### src/abt_pkg.sv
package abt_pkg;

  // ----------------------------------------------------------------
  // clock and bus widths
  // ----------------------------------------------------------------
  localparam int CLK_MHZ = 250;
  localparam int DAL_W = 22;
  localparam int DATA_W = 16;
  localparam int LEN_W = 8;
  localparam int CNT_W = 12;
  localparam int FIFO_DEPTH = 8;

  // ----------------------------------------------------------------
  // line positions on the multiplexed lines
  // ----------------------------------------------------------------
  localparam int BYTE_SEL_BIT = 0;
  localparam int PERR_BIT = 16;
  localparam int PERR_EN_BIT = 17;
  localparam int EXT_LSB = 18;
  localparam int IO_PAGE_LSB = 13;

  // ----------------------------------------------------------------
  // bus timing in ns and derived cycle counts
  // ----------------------------------------------------------------
  localparam int T_SETUP_NS = 75;
  localparam int T_STROBE_NS = 100;
  localparam int T_DESKEW_NS = 200;
  localparam int T_WHOLD_NS = 150;
  localparam int T_FRAME_NS = 175;
  localparam int T_IDLE_NS = 300;
  localparam int T_TIMEOUT_NS = 10000;

  // least times round up
  localparam int C_SETUP = (T_SETUP_NS * CLK_MHZ + 999) / 1000;
  localparam int C_STROBE = (T_STROBE_NS * CLK_MHZ + 999) / 1000;
  localparam int C_DESKEW = (T_DESKEW_NS * CLK_MHZ + 999) / 1000;
  localparam int C_WHOLD = (T_WHOLD_NS * CLK_MHZ + 999) / 1000;
  localparam int C_FRAME = (T_FRAME_NS * CLK_MHZ + 999) / 1000;
  localparam int C_IDLE = (T_IDLE_NS * CLK_MHZ + 999) / 1000;
  // a longest time rounds down
  localparam int C_TIMEOUT = (T_TIMEOUT_NS * CLK_MHZ) / 1000;

  // ----------------------------------------------------------------
  // cycle kinds
  // ----------------------------------------------------------------
  typedef enum logic [2:0] {
    K_WORD_READ = 3'h0,
    K_WORD_WRITE = 3'h1,
    K_BYTE_WRITE = 3'h2,
    K_WORD_RMW = 3'h3,
    K_WORD_READ_BYTE_WRITE = 3'h4,
    K_BLOCK_READ = 3'h5,
    K_BLOCK_WRITE = 3'h6
  } abt_kind_t;

  function automatic logic kind_reads_first(input abt_kind_t k);
    return (k == K_WORD_READ) || (k == K_WORD_RMW) ||
           (k == K_WORD_READ_BYTE_WRITE) || (k == K_BLOCK_READ);
  endfunction

  function automatic logic kind_is_rmw(input abt_kind_t k);
    return (k == K_WORD_RMW) || (k == K_WORD_READ_BYTE_WRITE);
  endfunction

  function automatic logic kind_is_block(input abt_kind_t k);
    return (k == K_BLOCK_READ) || (k == K_BLOCK_WRITE);
  endfunction

  function automatic logic in_io_page(input logic [DAL_W-1:0] a);
    return &a[DAL_W-1:IO_PAGE_LSB];
  endfunction

endpackage

### src/abt_stream_if.sv
`timescale 1ns/1ns
interface abt_stream_if #(
  parameter int W = 16
);
  logic valid;
  logic ready;
  logic [W-1:0] data;

  modport src (output valid, output data, input ready);
  modport snk (input valid, input data, output ready);
endinterface

### src/abt_sync.sv
`timescale 1ns/1ns
module abt_sync #(
  parameter int W = 2
) (
  // clock and reset
  input wire logic sys_clk,
  input wire logic rst_n,
  // levels
  input wire logic [W-1:0] d,
  output logic [W-1:0] q
);

  logic [W-1:0] meta;

  always_ff @(posedge sys_clk or negedge rst_n) begin
    if (!rst_n) begin
      meta <= '0;
      q <= '0;
    end else begin
      meta <= d;
      q <= meta;
    end
  end

endmodule

### src/abt_fifo.sv
`timescale 1ns/1ns
module abt_fifo #(
  parameter int W = 16,
  parameter int DEPTH = 8
) (
  // clock and reset
  input wire logic sys_clk,
  input wire logic rst_n,
  // streams
  abt_stream_if.snk in_s,
  abt_stream_if.src out_s
);

  localparam int AW = (DEPTH > 1) ? $clog2(DEPTH) : 1;
  localparam logic [AW:0] DEPTH_C = (AW+1)'(DEPTH);
  localparam logic [AW-1:0] LAST_C = AW'(DEPTH - 1);

  logic [W-1:0] mem [DEPTH];
  logic [AW-1:0] wp, rp, next_wp, next_rp;
  logic [AW:0] count, next_count;
  logic push, pop;

  assign in_s.ready = (count != DEPTH_C);
  assign out_s.valid = (count != '0);
  assign out_s.data = mem[rp];
  assign push = in_s.valid && in_s.ready;
  assign pop = out_s.valid && out_s.ready;

  always_comb begin
    next_wp = wp;
    next_rp = rp;
    next_count = count;
    if (push) begin
      next_wp = (wp == LAST_C) ? '0 : wp + 1'b1;
    end
    if (pop) begin
      next_rp = (rp == LAST_C) ? '0 : rp + 1'b1;
    end
    if (push && !pop) begin
      next_count = count + 1'b1;
    end else if (pop && !push) begin
      next_count = count - 1'b1;
    end
  end

  always_ff @(posedge sys_clk or negedge rst_n) begin
    if (!rst_n) begin
      wp <= '0;
      rp <= '0;
      count <= '0;
    end else begin
      wp <= next_wp;
      rp <= next_rp;
      count <= next_count;
    end
  end

  always_ff @(posedge sys_clk or negedge rst_n) begin
    if (!rst_n) begin
      for (int i = 0; i < DEPTH; i++) begin
        mem[i] <= '0;
      end
    end else if (push) begin
      mem[wp] <= in_s.data;
    end
  end

endmodule

### src/abt_master.sv
`timescale 1ns/1ns
// How it works
// - each plain read, write or byte cycle moves one word or one byte between master and slave; the two rmw kinds read a word, then write a word or byte
// - block mode sends one address then strobes consecutive words
// - seven cycle kinds: read, write, byte, two rmw, block read, write
// - low sixteen lines carry word and byte data
// - lines 16,17 extend address, then carry parity error and enable
// - upper four lines carry extended address beyond first 256 Kbytes
// - cycle frame asserted from the end of address setup until the transaction ends
// - io page select asserted when the address lies in the io page
// - each transaction is between master and one addressed slave
// - start only when bus granted and previous frame negated
// - address phase drives slave address onto multiplexed lines
// - abort the cycle when no reply arrives within 10 us
// - write byte control at address setup marks output cycles
module abt_master #(
  parameter int TIMEOUT_CYC = abt_pkg::C_TIMEOUT,
  parameter int FIFO_DEPTH = abt_pkg::FIFO_DEPTH
) (
  // clock and reset
  input wire logic sys_clk,
  input wire logic rst_n,
  // command
  input wire logic cmd_valid,
  output logic cmd_ready,
  input wire logic [2:0] cmd_kind,
  input wire logic [abt_pkg::DAL_W-1:0] cmd_addr,
  input wire logic [abt_pkg::LEN_W-1:0] cmd_len,
  // write data
  input wire logic wr_valid,
  output logic wr_ready,
  input wire logic [abt_pkg::DATA_W-1:0] wr_data,
  // read data
  output logic rd_valid,
  output logic [abt_pkg::DATA_W-1:0] rd_data,
  output logic rd_perr,
  // status
  output logic busy,
  output logic done,
  output logic timeout_err,
  // arbitration
  input wire logic bus_grant,
  // multiplexed lines
  input wire logic [abt_pkg::DAL_W-1:0] dal_in,
  output logic [abt_pkg::DAL_W-1:0] dal_out,
  output logic dal_oe,
  // cycle frame
  input wire logic frame_in,
  output logic frame_out,
  output logic frame_oe,
  // strobes and controls
  output logic read_strobe,
  output logic write_strobe,
  output logic write_byte_ctl,
  output logic io_page_select,
  input wire logic slave_reply
);

  // ----------------------------------------------------------------
  // types and constants
  // ----------------------------------------------------------------
  localparam int DW = abt_pkg::DATA_W;
  localparam int AW = abt_pkg::DAL_W;
  localparam int CW = abt_pkg::CNT_W;
  localparam logic [CW-1:0] C_SETUP = CW'(abt_pkg::C_SETUP);
  localparam logic [CW-1:0] C_STROBE = CW'(abt_pkg::C_STROBE);
  localparam logic [CW-1:0] C_DESKEW = CW'(abt_pkg::C_DESKEW);
  localparam logic [CW-1:0] C_WHOLD = CW'(abt_pkg::C_WHOLD);
  localparam logic [CW-1:0] C_FRAME = CW'(abt_pkg::C_FRAME);
  localparam logic [CW-1:0] C_IDLE = CW'(abt_pkg::C_IDLE);
  localparam logic [CW-1:0] C_TOUT = CW'(TIMEOUT_CYC);

  typedef enum logic [3:0] {
    S_IDLE = 4'h0,
    S_ADDR = 4'h1,
    S_AHOLD = 4'h2,
    S_RWAIT = 4'h3,
    S_RDSK = 4'h4,
    S_RREL = 4'h5,
    S_WLOAD = 4'h6,
    S_WSET = 4'h7,
    S_WWAIT = 4'h8,
    S_WDSK = 4'h9,
    S_WREL = 4'hA,
    S_END = 4'hB
  } abt_state_t;

  // ----------------------------------------------------------------
  // handshake synchronisers and write data buffer
  // ----------------------------------------------------------------
  logic reply_s;
  logic frame_s;

  abt_sync #(.W(2)) u_sync (
    .sys_clk(sys_clk),
    .rst_n(rst_n),
    .d({slave_reply, frame_in}),
    .q({reply_s, frame_s})
  );

  abt_stream_if #(.W(DW)) wr_in ();
  abt_stream_if #(.W(DW)) wr_out ();

  assign wr_in.valid = wr_valid;
  assign wr_in.data = wr_data;
  assign wr_ready = wr_in.ready;

  abt_fifo #(.W(DW), .DEPTH(FIFO_DEPTH)) u_fifo (
    .sys_clk(sys_clk),
    .rst_n(rst_n),
    .in_s(wr_in),
    .out_s(wr_out)
  );

  // ----------------------------------------------------------------
  // state
  // ----------------------------------------------------------------
  abt_state_t st, next_st;
  abt_pkg::abt_kind_t kind, next_kind;
  logic [CW-1:0] cnt, next_cnt;
  logic [abt_pkg::LEN_W-1:0] left, next_left;
  logic [AW-1:0] next_dal_out;
  logic next_dal_oe, next_frame, next_rstb, next_wstb;
  logic next_wbt, next_iosel;
  logic [DW-1:0] next_rd_data;
  logic next_rd_valid, next_rd_perr, next_done, next_terr;
  logic start;

  // bus idle and granted before a new cycle may open
  assign cmd_ready = (st == S_IDLE) && (cnt == '0) && bus_grant &&
                     !frame_s;
  assign start = cmd_valid && cmd_ready;
  assign wr_out.ready = (st == S_WLOAD);
  assign frame_oe = frame_out;
  assign busy = (st != S_IDLE);

  // ----------------------------------------------------------------
  // next state
  // ----------------------------------------------------------------
  always_comb begin
    next_st = st;
    next_kind = kind;
    next_cnt = cnt;
    next_left = left;
    next_dal_out = dal_out;
    next_dal_oe = dal_oe;
    next_frame = frame_out;
    next_rstb = read_strobe;
    next_wstb = write_strobe;
    next_wbt = write_byte_ctl;
    next_iosel = io_page_select;
    next_rd_data = rd_data;
    next_rd_valid = 1'b0;
    next_rd_perr = rd_perr;
    next_done = 1'b0;
    next_terr = 1'b0;
    case (st)
      S_IDLE: begin
        if (cnt != '0) begin
          next_cnt = cnt - 1'b1;
        end
        if (start) begin
          next_kind = abt_pkg::abt_kind_t'(cmd_kind);
          next_left = (cmd_len == '0) ?
                      {{(abt_pkg::LEN_W-1){1'b0}}, 1'b1} : cmd_len;
          // full address incl. extension lines
          next_dal_out = cmd_addr;
          next_dal_oe = 1'b1;
          next_iosel = abt_pkg::in_io_page(cmd_addr);
          // output kinds announced at address setup
          next_wbt = !abt_pkg::kind_reads_first(
                       abt_pkg::abt_kind_t'(cmd_kind));
          next_cnt = C_SETUP;
          next_st = S_ADDR;
        end
      end
      S_ADDR: begin
        if (cnt != '0) begin
          next_cnt = cnt - 1'b1;
        end else begin
          // frame edge selects one slave for the cycle
          next_frame = 1'b1;
          next_cnt = C_STROBE;
          next_st = S_AHOLD;
        end
      end
      S_AHOLD: begin
        if (cnt != '0) begin
          next_cnt = cnt - 1'b1;
        end else begin
          next_dal_oe = 1'b0;
          next_iosel = 1'b0;
          next_wbt = (kind == abt_pkg::K_BYTE_WRITE);
          if (abt_pkg::kind_reads_first(kind)) begin
            next_rstb = 1'b1;
            next_cnt = C_TOUT;
            next_st = S_RWAIT;
          end else begin
            next_st = S_WLOAD;
          end
        end
      end
      S_RWAIT: begin
        if (reply_s) begin
          next_cnt = C_DESKEW;
          next_st = S_RDSK;
        end else if (cnt == '0) begin
          next_rstb = 1'b0;
          next_terr = 1'b1;
          next_st = S_END;
        end else begin
          next_cnt = cnt - 1'b1;
        end
      end
      S_RDSK: begin
        if (cnt != '0) begin
          next_cnt = cnt - 1'b1;
        end else begin
          next_rd_data = dal_in[DW-1:0];
          next_rd_perr = dal_in[abt_pkg::PERR_BIT] &
                         dal_in[abt_pkg::PERR_EN_BIT];
          next_rd_valid = 1'b1;
          next_rstb = 1'b0;
          next_st = S_RREL;
        end
      end
      S_RREL: begin
        if (!reply_s) begin
          if (abt_pkg::kind_is_rmw(kind)) begin
            // frame stays on, same slave gets the write
            next_wbt = (kind == abt_pkg::K_WORD_READ_BYTE_WRITE);
            next_st = S_WLOAD;
          end else if (abt_pkg::kind_is_block(kind) &&
                       left > 1'b1) begin
            // next word, no new address phase
            next_left = left - 1'b1;
            next_rstb = 1'b1;
            next_cnt = C_TOUT;
            next_st = S_RWAIT;
          end else begin
            next_st = S_END;
          end
        end
      end
      S_WLOAD: begin
        if (wr_out.valid) begin
          next_dal_out = {{(AW-DW){1'b0}}, wr_out.data};
          next_dal_oe = 1'b1;
          next_cnt = C_DESKEW;
          next_st = S_WSET;
        end
      end
      S_WSET: begin
        if (cnt != '0) begin
          next_cnt = cnt - 1'b1;
        end else begin
          next_wstb = 1'b1;
          next_cnt = C_TOUT;
          next_st = S_WWAIT;
        end
      end
      S_WWAIT: begin
        if (reply_s) begin
          next_cnt = C_WHOLD;
          next_st = S_WDSK;
        end else if (cnt == '0) begin
          next_wstb = 1'b0;
          next_terr = 1'b1;
          next_st = S_END;
        end else begin
          next_cnt = cnt - 1'b1;
        end
      end
      S_WDSK: begin
        if (cnt != '0) begin
          next_cnt = cnt - 1'b1;
        end else begin
          next_wstb = 1'b0;
          next_cnt = C_FRAME;
          next_st = S_WREL;
        end
      end
      S_WREL: begin
        if (cnt != '0) begin
          next_cnt = cnt - 1'b1;
        end else if (!reply_s) begin
          next_dal_oe = 1'b0;
          if (kind == abt_pkg::K_BLOCK_WRITE && left > 1'b1) begin
            next_left = left - 1'b1;
            next_st = S_WLOAD;
          end else begin
            next_st = S_END;
          end
        end
      end
      S_END: begin
        next_frame = 1'b0;
        next_dal_oe = 1'b0;
        next_wbt = 1'b0;
        next_iosel = 1'b0;
        next_done = 1'b1;
        next_cnt = C_IDLE;
        next_st = S_IDLE;
      end
      default: begin
        next_st = S_IDLE;
        next_frame = 1'b0;
        next_rstb = 1'b0;
        next_wstb = 1'b0;
        next_dal_oe = 1'b0;
      end
    endcase
  end

  // ----------------------------------------------------------------
  // registers
  // ----------------------------------------------------------------
  always_ff @(posedge sys_clk or negedge rst_n) begin
    if (!rst_n) begin
      st <= S_IDLE;
      kind <= abt_pkg::K_WORD_READ;
      cnt <= '0;
      left <= '0;
      dal_out <= '0;
      dal_oe <= 1'b0;
      frame_out <= 1'b0;
      read_strobe <= 1'b0;
      write_strobe <= 1'b0;
      write_byte_ctl <= 1'b0;
      io_page_select <= 1'b0;
      rd_data <= '0;
      rd_valid <= 1'b0;
      rd_perr <= 1'b0;
      done <= 1'b0;
      timeout_err <= 1'b0;
    end else begin
      st <= next_st;
      kind <= next_kind;
      cnt <= next_cnt;
      left <= next_left;
      dal_out <= next_dal_out;
      dal_oe <= next_dal_oe;
      frame_out <= next_frame;
      read_strobe <= next_rstb;
      write_strobe <= next_wstb;
      write_byte_ctl <= next_wbt;
      io_page_select <= next_iosel;
      rd_data <= next_rd_data;
      rd_valid <= next_rd_valid;
      rd_perr <= next_rd_perr;
      done <= next_done;
      timeout_err <= next_terr;
    end
  end

endmodule

### config.mk
export PLATFORM = sky130hd
export DESIGN_NAME = abt_master
export DESIGN_NICKNAME = d
export VERILOG_FILES = /design/src/abt_pkg.sv /design/src/abt_stream_if.sv /design/src/abt_sync.sv /design/src/abt_fifo.sv /design/src/abt_master.sv
export SDC_FILE = /design/constraint.sdc
export NUM_CORES = 1
export LEC_CHECK = 0
export ABC_AREA = 1
export BUFFER_PORTS_ARGS = -buffer_cell sky130_fd_sc_hd__buf_2
export CAP_MARGIN = 20
export CORE_UTILIZATION = 40
export CTS_CLUSTER_DIAMETER = 100
export DETAILED_ROUTE_END_ITERATION = 6
export SYNTH_ARGS = -nofsm -noshare
export SYNTH_HDL_FRONTEND = slang
export SYNTH_SLANG_ARGS = --single-unit
### constraint.sdc
create_clock -name sys_clk -period 5.1 [get_ports sys_clk]
set_clock_uncertainty 0.2 [all_clocks]
set_input_delay 1.02 -clock sys_clk [delete_from_list [all_inputs] [get_ports sys_clk]]
set_output_delay 1.02 -clock sys_clk [all_outputs]
set_load 0.01 [all_outputs]
==> impl_metrics.ini <==
[status]
status = complete, no violations

[critical_path]
arrival_ns = 3.96
start_kind = register
crit_buf_inv = 4
cp_top_family = simple AND/OR/NAND/NOR gates
worstPathMaxFanout = 24
crit_path_top_delay_cell = dfrtp_1
critical_path_class = reg2reg
cpPeakStageDelay_ns = 0.56
path_common_cell = inv_2
endpoint_kind = register
crit_chain = inv_2 -> nand2_2 -> nor2_4 -> inv_2 -> nor2_4 -> inv_2 -> ha_1 -> inv_1 -> ha_1 -> a21o_1 -> a21oi_1 -> nor2_1 -> nor2_1 -> nand2_1 -> xnor2_1
cp_data_required_time_ns = 5.29

[clocking]
cts_made_buffers = 25
cts_setup_buffers = 0
worstSkewPairLatency_ns = 0.52
htreeDepth = 1
cts_tree = built
post_cts_resized = 0
clock_sinks = 217
clock_path_buffers = 3
hold_buffers = 0
clk_pin_slew_ns = 0.05
clockRootBuffer = clkbuf_16

[yosys]
synth.distinct_cells = 42
ys_seq_area_share_pct = 48.1
synth_ff_type = dfrtp_1
synth_edf_count = 0
syn_area_per_cell_um2 = 7.73
synth_warnings = 0
ys_ff_latch = 217
async_flop_share_pct = 100
synth_area_um2 = 11300
syn_nets = 1552
synth_cells = 1460

[sta]
timing.final.ws_setup_ns = 1.33
setup_violations = 0
rsz0062_at_grt = false
fin_crit_sh_pct = 73.9
post-route-min-period_ns = 3.77
setup_tns_ns = 0
hold_viol_final = 0
maxSlewHeadroom_pct = 42.8
slew_viol_final = 0
clock.fmax_ghz = 0.265
tightest_slew_ns = 0.857

[routing]
viasPerCell = 5.06
drcViolationCount = 0
wl_um = 29300
route.antenna.remaining_nets = 0
wl_per_cell_um = 15.1
num_vias = 9851
drt_iter0_markers = 682
dr.pass1.iters = 5

[floorplan]
io_pins = 130
die_w_um = 170
die_height_um = 170
fp.dieArea_um2 = 28900
core_area_um2 = 27800
start_util_pct = 40.6
num_rows = 61

[placement]
portBuffers = 125
gp_congestion = 0.904
place_ws_ns = 1.37
hpwl_um = 19100
place_inst = 1909

[flow_run]
cap_violations = 0

[finish]
fillerInstances = 2888
fin_nets = 1650
multi_input_area_um2 = 5190
fin_cells = 1945
regArea_um2 = 5430
drive_above_1_share_pct = 14.4
n_antenna_cell = 0
areaGrowthSynthToFinish_pct = 14.0

[global_route]
grt_usage_pct = 20.5
antenna_found_initial = 0
grt_start_max_net_pins = 108
grt_overflow_total = 0
grt_pass1_wl_um = 47600
grt_pass1_vias = 9278

[pwr]
p_leak_nw = 6.48
p_clk_share_pct = 20.2
power_switching_mw = 3.20
swShare_pct = 41.5
p_int_mw = 4.51
pwr_density_cell_nw_per_um2 = 600
p_seq_share_pct = 37.8
pwr-share-comb_pct = 42.0
irDropWorstVdd_v = 0.000276

[hold_path]
min_path_type = reg2reg
==> sequential cells by signal (all words and copies together), names as in the netlist, 2 cells and up <==
| register | cells |
|---|---|
| cnt | 12 |
| dal_out | 22 |
| kind | 3 |
| left | 8 |
| rd_data | 16 |
| st | 4 |
| u_fifo.count | 4 |
| u_fifo.mem | 128 |
| u_fifo.rp | 3 |
| u_fifo.wp | 3 |
| u_sync.meta | 2 |
| u_sync.q | 2 |
==> cell usage after synthesis, types with 4 or more instances <==
cell type	number	area share [%]
nand3_1	67	3.0
nor3_1	8	0.35
o211ai_1	34	2.3
nand4_1	17	0.94
o21ai_1	15	0.66
clkbuf_1	35	1.2
nor2_1	174	5.8
inv_2	13	0.43
o21ai_0	227	10
ha_1	13	1.4
xor2_1	4	0.31
buf_4	5	0.33
a21oi_1	12	0.53
buf_2	20	0.89
buf_6	6	0.60
xnor2_1	8	0.62
nor2_8	4	0.71
buf_1	4	0.13
nor2_2	4	0.22
inv_1	66	2.2
nand2_2	7	0.39
nor2_4	6	0.60
nand2_1	464	15
nand2_4	6	0.60
dfrtp_1	217	48
==> path summary, 6_finish.rpt <==
kind	startpoint	to	slack, ns	cells after the start
min in group asynchronous	rst_n	cnt[9]$_DFFE_PN0P_	0.34	1
setup / recovery	st[3]$_DFFE_PN0P_	u_fifo.count[3]$_DFFE_PN0P_	1.33	15
hold / removal	u_sync.meta[0]$_DFF_PN0_	u_sync.q[0]$_DFF_PN0_	0.14	0
max in group asynchronous	rst_n	u_fifo.mem[77]$_DFFE_PN0P_	3.24	2
hold reg to reg	u_sync.meta[0]$_DFF_PN0_	u_sync.q[0]$_DFF_PN0_	0.14	0
setup reg to reg	st[3]$_DFFE_PN0P_	u_fifo.count[3]$_DFFE_PN0P_	1.33	15
==> power by group through the flow <==
stage | Combinational [mW] | Sequential [mW] | Clock [mW]
after floorplan | 2.47 | 2.86 | 0
after global placement | 3.20 | 2.92 | 0
after detailed placement | 3.25 | 2.94 | 0
after CTS | 3.27 | 2.91 | 1.61
after global routing | 3.74 | 3.01 | 1.69
final | 3.24 | 2.92 | 1.56
==> worst reg2reg max path, stage by stage (launching register included) <==
cell,delay (ns)
dfrtp_1,0.56
inv_2,0.19
nand2_2,0.09
nor2_4,0.56
inv_2,0.44
nor2_4,0.27
inv_2,0.09
ha_1,0.23
inv_1,0.13
ha_1,0.25
a21o_1,0.18
a21oi_1,0.16
nor2_1,0.06
nor2_1,0.08
nand2_1,0.06
xnor2_1,0.12
==> kinds of logic after synthesis <==
logic type	Yosys count	share of synthesized area, %
AO/OA/AOI/OAI	294	14.0
XOR/XNOR	12	0.931
adder cells (fa/ha/maj)	14	1.62
buffers and inverters	153	5.93
flip-flops	217	48.1
multiplexers	1	0.0997
AND/OR/NAND/NOR	769	29.3
==> cell type report <==
class,count,share of cell area (%)
Tap cell,378,3.68
Inverter,83,2.47
Sequential cell,217,42.2
Multi-Input combinational cell,1090,40.3
Timing Repair Buffer,141,5.97
Clock inverter,3,0.146
Clock buffer,33,5.17
==> metal layers <==
layer / wire [um] / track usage, %
met5: 0 / 0
met4: 533 / 4.86
met3: 1430 / 2.65
met2: 14000 / 34.9
met1: 13400 / 27.5
==> cells in the final DEF (no fill, tap or decap), types with 3 or more instances in the layout <==
cell type and instances:
nor2_2 4, inv_2 13, nand2_1 464, a21oi_1 12, clkinv_2 3, clkbuf_16 25, buf_2 124, xnor2_1 8
nor2_1 174, nand3_1 67, o21ai_0 227, nor2_8 4, nor3_1 8, o21ai_1 15, dfrtp_1 215, o211ai_1 34
clkbuf_1 7, buf_4 15, xor2_1 4, nor2_4 6, ha_1 13, nand2_2 7, inv_1 66, nand2_4 6
nand4_1 17
==> per-stage QoR <==
step / utilization, % / hold slack (ns) / power (mW) / area, um^2
after global placement: 43.9 / 0.135 / 6.11 / 12200
final: 46.3 / 0.145 / 7.72 / 12900
after global routing: 46.3 / 0.152 / 8.44 / 12900
after detailed placement: 43.9 / 0.136 / 6.19 / 12200
after CTS: 46.3 / 0.147 / 7.79 / 12900
after floorplan: - / 0.131 / 5.33 / 11300
Power figures use the tool's default switching activity.
